## src/rtl/csd_map.svh

```systemverilog
// byte positions, codes and reset values of the chip settings command
`ifndef CSD_MAP_SVH
`define CSD_MAP_SVH
`define CSD_CMD_CODE      8'h21
`define CSD_STATUS_OK     8'h00
`define CSD_REPORT_LEN    7'd64
`define CSD_LAST_IDX      6'd63
`define CSD_IDX_CMD       6'd0
`define CSD_IDX_PIN0      6'd4
`define CSD_IDX_PIN8      6'd12
`define CSD_IDX_OUT_LO    6'd13
`define CSD_IDX_DIR_LO    6'd15
`define CSD_IDX_OTHER     6'd17
`define CSD_BIT_WAKE      4
`define CSD_BIT_IRQ_HI    3
`define CSD_BIT_IRQ_LO    1
`define CSD_BIT_HOLD      0
`define CSD_RST_FUNC      2'h0
`define CSD_RST_OUT       8'h00
`define CSD_RST_DIR       8'hFF
`define CSD_RST_IRQ       3'h0
`endif

```

## src/rtl/csd_pkg.sv

```systemverilog
// types of the chip settings command decoder
package csd_pkg;
	typedef enum logic [1:0] {
		CSD_FN_GPIO = 2'h0,
		CSD_FN_CS   = 2'h1,
		CSD_FN_DED  = 2'h2
	} csd_func_e;
	typedef enum logic [2:0] {
		CSD_IRQ_NONE = 3'h0,
		CSD_IRQ_FALL = 3'h1,
		CSD_IRQ_RISE = 3'h2,
		CSD_IRQ_LOW  = 3'h3,
		CSD_IRQ_HIGH = 3'h4
	} csd_irq_e;
	typedef enum logic [2:0] {
		CSD_ST_RX   = 3'b001,
		CSD_ST_RESP = 3'b010,
		CSD_ST_SKIP = 3'b100
	} csd_state_e;
endpackage

```

## src/rtl/csd_decoder.sv

```systemverilog
// decoder of the set current chip settings command report
//
// Behaviour
// RQ1: a report whose byte 0 is 21h is decoded as the set-settings command.
// RQ2: bytes 1 to 3 and 18 to 63 are reserved and never feed a setting.
// RQ3: bytes 4 to 11 give pins 0 to 7 function, byte 12 gives pin 8 function.
// RQ4: byte 13 gives default output levels bit n for pin n; byte 14 ignored.
// RQ5: byte 15 gives default directions; byte 16 is ignored by the device.
// RQ6: byte 17 bit 4 enables remote wake-up; bits 7 to 5 are ignored.
// RQ7: byte 17 bits 3 to 1 pick the interrupt counting mode.
// RQ8: byte 17 bit 0 set keeps the SPI bus between transfers, clear frees it.
// RQ9: a 64-byte reply follows, byte 0 echoes 21h, byte 1 is 00h.
// RQ10: direction 1 is input, settings take effect right after the command.
`include "csd_map.svh"
module csd_decoder
	import csd_pkg::*;
(
	// clock and reset
	input  wire logic       mclk,
	input  wire logic       nrst,
	// command report byte stream, first byte starts a report
	input  wire logic       cmd_valid,
	input  wire logic [7:0] cmd_byte,
	output logic            cmd_ready,
	// reply byte stream
	output logic            rsp_valid,
	output logic [7:0]      rsp_byte,
	output logic            rsp_last,
	input  wire logic       rsp_ready,
	// volatile settings
	output logic [17:0]     pin_func,
	output logic [7:0]      gpio_out_default,
	output logic [7:0]      gpio_dir_default,
	output logic            wake_enable,
	output logic [2:0]      irq_count_mode,
	output logic            spi_hold_bus,
	output logic            settings_update
);
	// ****************************************
	// report sequencing
	// ****************************************
	csd_state_e state_reg;
	logic [5:0] idx_reg;
	logic       is_cmd_reg;
	logic [5:0] rsp_idx_reg;
	logic       take;
	logic       end_rx;

	assign take   = cmd_valid && cmd_ready;
	assign end_rx = take && (idx_reg == `CSD_LAST_IDX);

	// other command codes are swallowed whole and get no reply here
	always_ff @(posedge mclk or negedge nrst) begin
		if (!nrst) begin
			state_reg <= CSD_ST_RX;
			idx_reg   <= 6'h00;
		end else begin
			unique case (state_reg)
				CSD_ST_RX: begin
					if (take) begin
						idx_reg <= idx_reg + 6'h01;
					end
					if (end_rx) begin
						state_reg <= is_cmd_reg ? CSD_ST_RESP : CSD_ST_RX; // [RQ9]
					end
				end
				CSD_ST_RESP: begin
					if (rsp_ready && rsp_last) begin
						state_reg <= CSD_ST_RX;
					end
				end
				default: begin
					state_reg <= CSD_ST_RX;
				end
			endcase
		end
	end

	always_ff @(posedge mclk or negedge nrst) begin
		if (!nrst) begin
			is_cmd_reg <= 1'b0;
		end else if (take && idx_reg == `CSD_IDX_CMD) begin
			is_cmd_reg <= (cmd_byte == `CSD_CMD_CODE); // [RQ1]
		end
	end

	always_ff @(posedge mclk or negedge nrst) begin
		if (!nrst) begin
			cmd_ready <= 1'b1;
		end else if (end_rx && is_cmd_reg) begin
			cmd_ready <= 1'b0;
		end else if (state_reg == CSD_ST_RESP && rsp_ready && rsp_last) begin
			cmd_ready <= 1'b1;
		end
	end

	// ****************************************
	// staging of fields, committed at report end
	// ****************************************
	logic [17:0] func_stage;
	logic [7:0]  out_stage;
	logic [7:0]  dir_stage;
	logic [4:0]  other_stage;

	// only named bytes load; reserved bytes fall through untouched [RQ2]
	always_ff @(posedge mclk or negedge nrst) begin
		if (!nrst) begin
			func_stage  <= '0;
			out_stage   <= `CSD_RST_OUT;
			dir_stage   <= `CSD_RST_DIR;
			other_stage <= '0;
		end else if (take) begin
			if (idx_reg >= `CSD_IDX_PIN0 && idx_reg <= `CSD_IDX_PIN8) begin
				func_stage[2*(idx_reg-`CSD_IDX_PIN0) +: 2] <= cmd_byte[1:0]; // [RQ3]
			end
			if (idx_reg == `CSD_IDX_OUT_LO) begin
				out_stage <= cmd_byte; // [RQ4]
			end
			if (idx_reg == `CSD_IDX_DIR_LO) begin
				dir_stage <= cmd_byte; // [RQ5]
			end
			if (idx_reg == `CSD_IDX_OTHER) begin
				other_stage <= cmd_byte[`CSD_BIT_WAKE:0]; // [RQ6]
			end
		end
	end

	// ****************************************
	// volatile working copy
	// ****************************************
	always_ff @(posedge mclk or negedge nrst) begin
		if (!nrst) begin
			pin_func         <= '0;
			gpio_out_default <= `CSD_RST_OUT;
			gpio_dir_default <= `CSD_RST_DIR;
			wake_enable      <= 1'b0;
			irq_count_mode   <= `CSD_RST_IRQ;
			spi_hold_bus     <= 1'b0;
		end else if (end_rx && is_cmd_reg) begin
			pin_func         <= func_stage; // [RQ3] [RQ10]
			gpio_out_default <= out_stage; // [RQ4]
			gpio_dir_default <= dir_stage; // [RQ5] [RQ10]
			wake_enable      <= other_stage[`CSD_BIT_WAKE]; // [RQ6]
			irq_count_mode   <=
				other_stage[`CSD_BIT_IRQ_HI:`CSD_BIT_IRQ_LO]; // [RQ7]
			spi_hold_bus     <= other_stage[`CSD_BIT_HOLD]; // [RQ8]
		end
	end

	always_ff @(posedge mclk or negedge nrst) begin
		if (!nrst) begin
			settings_update <= 1'b0;
		end else begin
			settings_update <= end_rx && is_cmd_reg; // [RQ10]
		end
	end

	// ****************************************
	// reply
	// ****************************************
	always_ff @(posedge mclk or negedge nrst) begin
		if (!nrst) begin
			rsp_valid   <= 1'b0;
			rsp_byte    <= 8'h00;
			rsp_last    <= 1'b0;
			rsp_idx_reg <= 6'h00;
		end else if (end_rx && is_cmd_reg) begin
			rsp_valid   <= 1'b1;
			rsp_byte    <= `CSD_CMD_CODE; // [RQ9]
			rsp_last    <= 1'b0;
			rsp_idx_reg <= 6'h00;
		end else if (rsp_valid && rsp_ready) begin
			rsp_idx_reg <= rsp_idx_reg + 6'h01;
			rsp_byte    <= (rsp_idx_reg == `CSD_IDX_CMD) ?
				`CSD_STATUS_OK : 8'h00; // [RQ9]
			// byte 63 carries last, so raise it as byte 62 is taken [RQ9]
			rsp_last    <= (rsp_idx_reg == `CSD_LAST_IDX - 6'h01);
			if (rsp_last) begin
				rsp_valid <= 1'b0;
				rsp_last  <= 1'b0;
			end
		end
	end
endmodule

```

## config.mk

```make
export PLATFORM = sky130hd
export DESIGN_NAME = csd_decoder
export DESIGN_NICKNAME = d
export VERILOG_FILES = /design/src/rtl/csd_pkg.sv /design/src/rtl/csd_decoder.sv
export VERILOG_INCLUDE_DIRS = /design/src /design/src/rtl
export SDC_FILE = /design/constraint.sdc
export NUM_CORES = 1
export LEC_CHECK = 0
export BUFFER_PORTS_ARGS = -buffer_cell sky130_fd_sc_hd__buf_2
export CORE_MARGIN = 2
export CORE_UTILIZATION = 25
export DETAILED_ROUTE_END_ITERATION = 16
export PLACE_DENSITY_LB_ADDON = 0.15
export SLEW_MARGIN = 20
export SYNTH_ARGS = -nofsm -noshare
export SYNTH_HDL_FRONTEND = slang
export SYNTH_SLANG_ARGS = --single-unit
```

## constraint.sdc

```tcl
create_clock -name mclk -period 4.6 [get_ports mclk]
set_input_delay 0.46 -clock mclk [delete_from_list [all_inputs] [get_ports mclk]]
set_output_delay 0.46 -clock mclk [all_outputs]
set_load 0.03 [all_outputs]
```

Word-level counts from Yosys, hierarchy flattened. Cells that the tools add are included.

Input port bits: 12. Register bits: 106.

Shift operators: 2. Eq/ne operators: 10. Reductions and logical operators: 20. $lt $le $gt $ge: 2. Multiplexer cells: 17. $add $sub $neg: 4.

Operators by type and width (count): $neg A32 Y34 (1); $shift A2 B34 Y18 const A (1); $shiftx A2 B34 Y18 (1); $bwmux W18 (1); $mux W8 (2); $reduce_and A2 Y1 (7); $add A6 B1 Y6 const B (2); $eq A6 B4 Y1 const B (2); $eq A6 B6 Y1 const B (2); $mux W6 (2); $logic_and A1 B1 Y1 (9); $eq A8 B6 Y1 const B (1); $mux W1 (8); $sub A6 B3 Y7 const B (1); $eq A6 B5 Y1 const B (1); $ge A6 B3 Y1 const B (1); $le A6 B4 Y1 const B (1); $logic_not A6 Y1 (1); $mux W3 (2); $pmux W3 S2 (1); $reduce_bool A2 Y1 (3); $ne A2 B2 Y1 const B (2); $eq A3 B1 Y1 const B (1); $eq A3 B2 Y1 const B (1); $mux W2 (1).

Depth between registers and ports, before layout. Gate-level depths: netlist (run 1).

Depth after elaboration: 5. Gate-level depth with buffers: 12. Gate-level depth less buffers: 11.

Worst setup path after synthesis (run 1). No wires, ideal clock.

Kind: flip-flop to flip-flop. Start: register idx_reg[2]. End: register func_stage[4]. Arrival time: 3.022 ns. Buffers on the path: 1. Data required time: 4.472 ns. Stages on the path, launching flop included: 11. Slack: 1.451 ns. Library setup time: 0.128 ns. Path through: dfrtp_1 buf_4 inv_1 ha_1 or3b_2 ha_1 nor4b_1 nand4_1 nor4_4 nand4_1 mux2_1.

Cells in the longest elaborated chain, start to end: 4.

RTL lines: start: declaration (line csd_decoder.sv:43) `logic [5:0] idx_reg;`; start signal: assignment (line csd_decoder.sv:61) `idx_reg <= idx_reg + 6'h01;`; $sub A6 B3 Y7 (no source line); $neg A32 Y34 (line csd_decoder.sv:114) `` func_stage[2*(idx_reg-`CSD_IDX_PIN0) +: 2] <= cmd_byte[1:0]; ``; $shiftx A2 B34 Y18 or $shift A2 B34 Y18 (tied branches) (line csd_decoder.sv:114); $bwmux W18 (line csd_decoder.sv:114); end signal: indexed assignment (line csd_decoder.sv:114); end: declaration (line csd_decoder.sv:100) `logic [17:0] func_stage;`.

Several ways; a longest one is shown, not always the timed one. A chain may end at the register's enable or synchronous reset.

Worst setup path in the final report (run 1).
Start: register idx_reg[2]. End: register func_stage[5].

Same word-level chain as after synthesis.

==> run_results.csv, run 1 <==
group,metric,value,unit
outcome,status,"finished clean",
floorplanning,io_pins,63,
clock_tree,cts_resized,0,
critical_path,cp_cell_sequence,"inv_1, ha_1, or3b_2, ha_1, nor4b_1, nand4_1, nor4_4, nand4_1, mux2_1",
synthesis,synthArstFlopShare,1.00,
critical_path,worst_setup_path_end_kind,"flip-flop",
floorplanning,core,0.0179,mm^2
placed_design,place_congestion,0.750,
global_routing,overflow,0,
floorplanning,die-area,0.0193,mm^2
floorplanning,rows,49,
timing,slew-limit-headroom,0.400,
critical_path,slowest_delay,0.61,ns
power_and_ir_drop,leakage,2.61,nW
final_layout,nets,420,
timing,rsz0062_at_grt,"false",
placed_design,place.detailed.hpwl,6.46,mm
synthesis,ys_ff_latch,98,
synthesis,ys_seq_area_frac,0.545,
synthesis,synth_warnings,0,
synthesis,synth-edff-count,0,
drt,wl_per_cell,15.1,um
final_layout,diodes,0,
critical_path,start_kind,"flip-flop",
synthesis,syn_inst,336,
drt,ant_nets,0,
clock_tree,hold_buffers,0,
drt,drtIter0Drc,84,
global_routing,grt_max_degree,63,
drt,drc,0,
hold_path,worstHoldPathType,"input pin to asynchronous set/reset pin",
drt,drt-total-wl,9.42,mm
timing,worst_slew_pin_slew,0.898,ns
critical_path,critPathSlowestCell,"or3b_2",
clock_tree,cts_htree_levels,3,
global_routing,antenna_found_initial,0,
timing,finalWorstPathRequiredPeriod,3.48,ns
drt,via_per_inst,4.41,
timing,slew_viol_final,0,
timing,setup_viol,0,
global_routing,grt_pass1_vias,2884,
floorplanning,die_h,139,um
drt,dr.pass1.iters,4,
final_layout,largestRegisters,"func_stage: 18 flops, pin_func: 18 flops",
placed_design,port_buffers,56,
synthesis,synthFlopType,"dfrtp_1",
timing,tns,0,ns
clock_tree,clock_sinks,98,
power_and_ir_drop,power.total,1.66,mW
global_routing,grt_pass1_wl,15.7,mm
final_layout,fillCellCount,1866,
clock_tree,cts.reportedPaths.clkPinSlew,0.07,ns
timing,finalHoldViolCount,0,
placed_design,dp.cells,608,
final_layout,fin_cells,624,
global_routing,track_usage,0.102,
clock_tree,cts_tree,"yes",
power_and_ir_drop,ir_worst_vdd,0.000191,V
floorplanning,initial_core_util,0.254,
final_layout,syn2layout_area_growth,17.3,%
timing,fin_crit_sh,0.756,
final_layout,drive_gt1_frac,0.458,
run,maxCapViolations,0,
critical_path,critPathKind,"flip-flop to flip-flop",
timing,fmax,288,MHz
clock_tree,cts.path.max_buffers,2,
floorplanning,die_w,139,um
critical_path,crit_fanout,12,
clock_tree,clock_latency,0.35,ns
clock_tree,cts_setup_buffers,0,
final_layout,stdcell_area,0.00533,mm^2
synthesis,avgSynthCellArea,13.5,um^2
critical_path,required,4.83,ns
drt,dr_total_vias,2749,
critical_path,worst_ep_arrival_time,3.70,ns
timing,whs,0.193,ns
power_and_ir_drop,power_per_cell_area,311,mW/mm^2
synthesis,synth_area,0.00454,mm^2
clock_tree,clock-root-buffer,"clkbuf_16",
clock_tree,cts_made_buffers,9,
synthesis,synth.distinct_cells,43,
timing,fin_skew,0.0115,ns
placed_design,postPlaceCellArea,0.00503,mm^2
==> worst paths after layout <==
kind	start	to	slack, ns	depth (start not counted)
max in group asynchronous	nrst	dir_stage[1]$_DFFE_PN1P_	3.39	2
min in group mclk	cmd_byte[5]	dir_stage[5]$_DFFE_PN1P_	0.38	2
setup reg to reg	idx_reg[2]$_DFFE_PN0P_	func_stage[5]$_DFFE_PN0P_	1.12	9
hold / removal	nrst	rsp_last$_DFFE_PN0P_	0.19	1
setup / recovery	idx_reg[2]$_DFFE_PN0P_	func_stage[5]$_DFFE_PN0P_	1.12	9
hold reg to reg	rsp_byte[0]$_DFFE_PN0P_	rsp_byte[0]$_DFFE_PN0P_	0.49	1
==> metrics by stage <==
step / setup WS [ns] / utilization
floorplan: 1.45 / -
global placement: 1.19 / 0.281
detailed placement: 1.12 / 0.281
CTS: 1.10 / 0.298
global route: 0.777 / 0.298
finish: 1.12 / 0.298
==> cell usage in the layout (no fill, tap or decap), types with 8 or more instances in the layout <==
cell type	n
dfstp_2	18
dfrtp_1	80
xnor2_1	8
nand4_1	19
nand2_1	11
mux2_2	77
clkbuf_16	9
ha_1	18
inv_1	8
nor2_1	14
buf_2	55
==> Yosys cell counts (6+ instances only) <==
| cell | number | share of area |
|---|---|---|
| nand4_1 | 19 | 0.026 |
| ha_1 | 18 | 0.050 |
| xnor2_1 | 8 | 0.015 |
| dfrtp_1 | 80 | 0.44 |
| buf_4 | 8 | 0.013 |
| nand2_1 | 11 | 0.0091 |
| mux2_2 | 77 | 0.19 |
| xor2_1 | 6 | 0.012 |
| nand3_1 | 7 | 0.0077 |
| and3_1 | 6 | 0.0083 |
| inv_1 | 8 | 0.0066 |
| nor2_1 | 14 | 0.012 |
| dfstp_2 | 18 | 0.10 |
| clkbuf_1 | 6 | 0.0050 |
==> where the power goes <==
group          switching [mW]  leakage (nW)  internal (mW)
logic                  0.0311          1.17        0.00493
registers                   0          1.30          0.862
clock network           0.364         0.140          0.394
==> critical path, delay by kind of cell, from the launching register on <==
family                   cells  cell delay [ns]
multiplexers                 1             0.35
adder cells (fa/ha/maj)      2             0.62
flip-flops                   1             0.55
AND/OR/NAND/NOR              5             1.65
buffers and inverters        1             0.19
==> layout make-up <==
cell class                      instances  area (um^2)  area share
Sequential cell                        98         2470       0.464
Multi-Input combinational cell        215         1940       0.365
Timing Repair Buffer                   58          298      0.0558
Tap cell                              229          287      0.0537
Clock buffer                           10          239      0.0448
Clock inverter                          6         60.1      0.0113
Inverter                                8         30.0     0.00563
==> logic make-up (layout without fill, tap and decap cells) <==
family          Yosys count  in the layout  share of synthesized area
simple gates             86             86                      0.119
mux                      79             79                      0.196
other cells               1              6                   0.000825
buf+inv                  28             82                     0.0328
xor+xnor                 16             16                     0.0391
compound gates           10             10                     0.0187
fa+ha+maj                18             18                     0.0496
flops                    98             98                      0.545
==> layer usage <==
metal / share of wire / track usage / vias to the layer above
met5: 0 / 0 / -
met4: 0.013 / 0.0367 / 0
met3: 0.059 / 0.0338 / 8
met2: 0.46 / 0.160 / 55
met1: 0.47 / 0.132 / 1382
li1: - / - / 1304
Power figures use the tool's default switching activity.
==> inputs of run 2 (changes only) <==
clock period = 3.2 ns   (was 4.6 ns; I/O delays follow)
==> run 2 against run 1 <==
  * Worst setup slack got worse by 0.98 ns
  * First-iteration DRC count rose by 80%
  * Wire length rose by 3.7%
  * Clock skew fell by 0.0024 ns
  * Utilization rose by 1.8 points
  * Largest power group unchanged
==> run_results.csv, run 2 (same netlist as run 1, synthesis figures left out) <==
group,metric,value,unit
outcome,status,"finished clean",
final_layout,fillCellCount,1835,
timing,slew_viol_final,0,
floorplanning,die_h,139,um
timing,worst_slew_pin_slew,0.674,ns
drt,wl_per_cell,15.1,um
clock_tree,cts_tree,"yes",
global_routing,grt_max_degree,51,
clock_tree,cts_made_buffers,9,
power_and_ir_drop,leakage,2.78,nW
power_and_ir_drop,clock_power_share,0.472,
global_routing,grt_pass1_wl,16.2,mm
drt,via_per_inst,4.49,
power_and_ir_drop,p_sw,0.539,mW
floorplanning,die-area,0.0193,mm^2
placed_design,place.detailed.hpwl,6.73,mm
timing,finalHoldViolCount,0,
timing,fin_skew,0.00909,ns
critical_path,crit_fanout,5,
floorplanning,die_w,139,um
timing,fin_crit_sh,0.956,
clock_tree,cts.reportedPaths.clkPinSlew,0.07,ns
power_and_ir_drop,pwr-share-seq,0.507,
global_routing,antenna_found_initial,0,
floorplanning,core,0.0179,mm^2
clock_tree,cts_htree_levels,3,
clock_tree,cts.path.max_buffers,2,
timing,setup_viol,0,
run,maxCapViolations,0,
timing,setup_ws,0.142,ns
drt,drtIter0Drc,151,
placed_design,dp_slack,0.0772,ns
clock_tree,clock-root-buffer,"clkbuf_16",
global_routing,track_usage,0.105,
timing,fmax,327,MHz
critical_path,reg2reg_from,"idx_reg[3]$_DFFE_PN0P_",
clock_tree,clock_latency,0.35,ns
final_layout,largestRegisters,"func_stage: 18 flops, pin_func: 18 flops",
critical_path,worst_ep_arrival_time,3.29,ns
placed_design,place_congestion,0.754,
critical_path,critPathKind,"flip-flop to flip-flop",
final_layout,final_common_cell,"dfrtp_1",
final_layout,final_cell_mix,"dfrtp_1, mux2_2, buf_2, buf_4, nand4_1",
critical_path,required,3.43,ns
floorplanning,rows,49,
global_routing,overflow,0,
final_layout,diodes,0,
drt,dr_total_vias,2908,
timing,finalWorstPathRequiredPeriod,3.06,ns
final_layout,syn2layout_area_growth,24.3,%
drt,ant_nets,0,
drt,drt-total-wl,9.76,mm
power_and_ir_drop,power.total,2.45,mW
drt,drc,0,
power_and_ir_drop,ir_worst_vdd,0.000236,V
power_and_ir_drop,power_per_cell_area,433,mW/mm^2
power_and_ir_drop,switching_share,0.220,
power_and_ir_drop,p_comb_frac,0.022,
timing,rsz0062_at_grt,"true",
hold_path,worstHoldPathType,"input pin to asynchronous set/reset pin",
final_layout,nets,443,
power_and_ir_drop,power.internal,1.91,mW
critical_path,startpoint,"idx_reg[3]$_DFFE_PN0P_",
critical_path,start_kind,"flip-flop",
critical_path,worst_setup_path_end_kind,"flip-flop",
floorplanning,io_pins,63,
timing,tns,0,ns
timing,slew-limit-headroom,0.551,
clock_tree,clock_sinks,98,
global_routing,grt_pass1_vias,3023,
timing,whs,0.00780,ns
drt,dr.pass1.iters,4,
floorplanning,initial_core_util,0.254,
final_layout,finalCoreUtilization,0.316,
final_layout,drive_gt1_frac,0.524,
placed_design,port_buffers,56,
==> run 2: timing repair <==
action | CTS | global route
endpoints found under the setup margin | 0 | 16
hold buffers | 0 | 0
gates resized for setup | 0 | 21
buffers inserted | 0 | 7
==> run 2: per-layer routing <==
metal | share of wire | up-vias | GRT usage
li1 | - | 1343 | -
met1 | 0.46 | 1485 | 0.135
met2 | 0.47 | 63 | 0.166
met3 | 0.060 | 17 | 0.0342
met4 | 0.017 | 0 | 0.0383
met5 | 0 | - | 0
==> run 2: worst paths after layout <==
kind                                               to  slack (ns)  cells after the start
hold reg to reg               rsp_byte[0]$_DFFE_PN0P_        0.49                      1
setup / recovery            func_stage[5]$_DFFE_PN0P_        0.14                     10
max in group asynchronous  func_stage[12]$_DFFE_PN0P_        2.32                      2
setup reg to reg            func_stage[5]$_DFFE_PN0P_        0.14                     10
hold / removal                rsp_byte[0]$_DFFE_PN0P_       0.008                      1
min in group mclk            out_stage[5]$_DFFE_PN0P_        0.23                      2
==> run 2: per-stage QoR <==
step | instances | instance area, um^2
finish | 647 | 5650
global placement | 624 | 5170
CTS | 640 | 5490
floorplan | 341 | 4560
detailed placement | 624 | 5170
global route | 647 | 5650
==> run 2: cell type report <==
class                      instances  area (um^2)  share of cell area
clock buffer                      11          253              0.0447
clock inverter                     5         67.6              0.0120
inverter                           8         30.0             0.00531
multi-input combinational        215         2030               0.359
sequential                        98         2480               0.438
tap                              229          287              0.0507
timing repair buffer              81          507              0.0897
==> run 2: power groups by stage <==
stage	Sequential, mW	Clock (mW)	Combinational, mW
final	1.24	1.15	0.0531
after global routing	1.24	1.26	0.0614
after CTS	1.24	1.21	0.0562
after detailed placement	1.26	0	0.0562
after global placement	1.26	0	0.0559
after floorplan	1.26	0	0.0186
==> run 2: worst max-delay path: stages, from the launching register on <==
cell and delay, ns:
dfrtp_1 0.42, inv_2 0.11, ha_1 0.17, or3b_4 0.43
buf_4 0.16, ha_1 0.33, nor4bb_4 0.29, nand3_2 0.14
nor4_4 0.30, nand4_1 0.23, mux2_4 0.35
==> inputs of run 3 (changes only) <==
CORE_MARGIN = 4   (was 2)
CTS_BUF_LIST = sky130_fd_sc_hd__clkbuf_2 sky130_fd_sc_hd__clkbuf_4 sky130_fd_sc_hd__clkbuf_8   (was not set)
==> run 3 against run 2 <==
  * Non-clock buffer count shrank 7
  * Critical endpoint is now func_stage[12]$_DFFE_PN0P_
  * Combinational power grew 4.1%
  * Sequential cell count is the same
  * Wire length grew 0.59%
  * Critical path depth grew 1
  * Die area grew 5.8%
==> run_results.csv, run 3 (same netlist as run 1, synthesis figures left out) <==
group,metric,value,unit
final_layout,syn2layout_area_growth,20.5,%
global_routing,grt_max_degree,53,
clock_tree,cts_made_buffers,9,
final_layout,stdcell_area,0.00548,mm^2
hold_path,hold_depth,2,
critical_path,required,3.48,ns
run,maxCapViolations,0,
final_layout,finalCoreUtilization,0.306,
power_and_ir_drop,power.internal,1.72,mW
timing,finalHoldViolCount,0,
global_routing,grt_pass1_wl,16.2,mm
floorplanning,die_h,143,um
critical_path,start_kind,"flip-flop",
placed_design,place.detailed.hpwl,6.82,mm
placed_design,postPlaceCellArea,0.00513,mm^2
drt,via_per_inst,4.39,
final_layout,largestRegisters,"func_stage: 18 flops, pin_func: 18 flops",
outcome,status,"finished clean",
final_layout,nets,436,
critical_path,path_depth,11,
drt,wl_per_cell,15.3,um
power_and_ir_drop,ir_worst_vdd,0.000204,V
drt,drt-total-wl,9.82,mm
timing,fin_crit_sh,0.955,
power_and_ir_drop,p_comb_frac,0.025,
clock_tree,cts_tree,"yes",
floorplanning,die-area,0.0204,mm^2
drt,dr_total_vias,2811,
critical_path,cp_common_cell,"nand4_1",
critical_path,cp_cell_sequence,"buf_6, or4_4, and2_4, nand4_1, inv_1, ha_1, nor4bb_2, nand3_1, nor4_4, nand4_1, mux2_4",
clock_tree,cts.path.max_buffers,2,
clock_tree,clock-root-buffer,"clkbuf_8",
power_and_ir_drop,leakage,2.69,nW
critical_path,critPathSlowestCell,"or4_4",
timing,fin_skew,0.0130,ns
clock_tree,cts_htree_levels,3,
clock_tree,clock_sinks,98,
critical_path,crit_family,"simple AND/OR/NAND/NOR gates",
critical_path,crit_fanout,6,
final_layout,final_cell_mix,"dfrtp_1, mux2_2, buf_2, nand4_1, dfstp_2",
drt,drtIter0Drc,87,
timing,finalWorstPathRequiredPeriod,3.06,ns
floorplanning,io_pins,63,
critical_path,path_buf_inv,2,
drt,drc,0,
final_layout,diodes,0,
critical_path,worst_setup_path_end_kind,"flip-flop",
timing,slew-limit-headroom,0.451,
floorplanning,die_w,143,um
timing,slew_viol_final,0,
drt,ant_nets,0,
placed_design,dp_slack,-0.0620,ns
critical_path,worst_ep_arrival_time,3.33,ns
global_routing,antenna_found_initial,0,
timing,tns,0,ns
timing,fmax,327,MHz
power_and_ir_drop,clock_power_share,0.421,
global_routing,overflow,0,
final_layout,drive_gt1_frac,0.496,
floorplanning,initial_core_util,0.254,
final_layout,fillCellCount,1869,
power_and_ir_drop,power_per_cell_area,408,mW/mm^2
hold_path,worstHoldPathType,"input pin to flip-flop",
global_routing,track_usage,0.101,
power_and_ir_drop,switching_share,0.231,
global_routing,grt_pass1_vias,2995,
clock_tree,cts.reportedPaths.clkPinSlew,0.11,ns
critical_path,r2r_cells,11,
timing,rsz0062_at_grt,"true",
placed_design,port_buffers,56,
timing,setup_viol,0,
timing,worst_slew_pin_slew,0.817,ns
timing,setup_ws,0.144,ns
critical_path,slowest_delay,0.45,ns
floorplanning,core,0.0179,mm^2
critical_path,critPathKind,"flip-flop to flip-flop",
placed_design,place_congestion,0.767,
power_and_ir_drop,power.total,2.24,mW
final_layout,final_common_cell,"dfrtp_1",
drt,dr.pass1.iters,4,
power_and_ir_drop,pwr-share-seq,0.554,
floorplanning,rows,49,
power_and_ir_drop,p_sw,0.516,mW
clock_tree,clock_latency,0.38,ns
run 3: changes by cell type in the layout (fill, tap and decap cells not counted), moves of 2 or more:
cell       previous run  this run
buf_4                21        15
buf_6                 3         1
clkbuf_16             9         0
clkbuf_8              2        10
clkinv_4              2         0
ha_1                 13        15
ha_2                  3         1
mux2_1                0         2
nor4bb_2              0         2
nor4bb_4              2         0
run 3: area by class of cell:
class	instances	area, um^2	area share
multi-input cells	215	2010	0.366
repair buffers	74	449	0.0820
clock inverters	6	93.8	0.0171
flip-flops and latches	98	2470	0.452
clock buffers	10	138	0.0251
well taps	229	287	0.0523
inverters	8	30.0	0.00548
run 3: per-stage QoR:
step | hold WS, ns | cells
detailed placement | 0.378 | 617
global route | 0.174 | 640
CTS | 0.160 | 634
floorplan | 0.0244 | 341
global placement | 0.378 | 617
finish | 0.195 | 640
run 3: timing repair:
| action | CTS | global route |
|---|---|---|
| buffers inserted | 0 | 6 |
| hold endpoints to repair | 41 | 0 |
| endpoints found under the setup margin | 9 | 16 |
| hold buffers | 1 | 0 |
| gates resized for setup | 1 | 11 |
| pin swaps | 0 | 11 |
run 3: worst register-to-register path, stage by stage, from the launching register on:
cell,delay [ns]
dfrtp_1,0.42
buf_6,0.14
or4_4,0.45
and2_4,0.16
nand4_1,0.14
inv_1,0.06
ha_1,0.22
nor4bb_2,0.30
nand3_1,0.18
nor4_4,0.31
nand4_1,0.22
mux2_4,0.34
run 3: power by group through the flow:
stage                     sequential [mW]  clock [mW]  combinational (mW)
after global placement               1.26           0              0.0567
after detailed placement             1.26           0              0.0571
after floorplan                      1.26           0              0.0186
after global routing                 1.24        1.03              0.0636
after CTS                            1.24       0.994              0.0580
final                                1.24       0.942              0.0553
run 3: layer usage:
metal  part of all wire  global-route usage  vias up
met2               0.47               0.160       45
met5                  0                   0        -
met1               0.46               0.128     1420
met3              0.057              0.0378       10
li1                   -                   -     1336
met4              0.014              0.0360        0
run 3: final timing paths:
kind | start | to | slack (ns)
max | idx_reg[2]$_DFFE_PN0P_ | func_stage[12]$_DFFE_PN0P_ | 0.14
min | cmd_byte[7] | out_stage[7]$_DFFE_PN0P_ | 0.20
max reg2reg | idx_reg[2]$_DFFE_PN0P_ | func_stage[12]$_DFFE_PN0P_ | 0.14
min reg2reg | is_cmd_reg$_DFFE_PN0P_ | is_cmd_reg$_DFFE_PN0P_ | 0.50
max in group asynchronous | nrst | state_reg[0]$_DFFE_PN1P_ | 1.96
min in group asynchronous | nrst | out_stage[5]$_DFFE_PN0P_ | 0.47
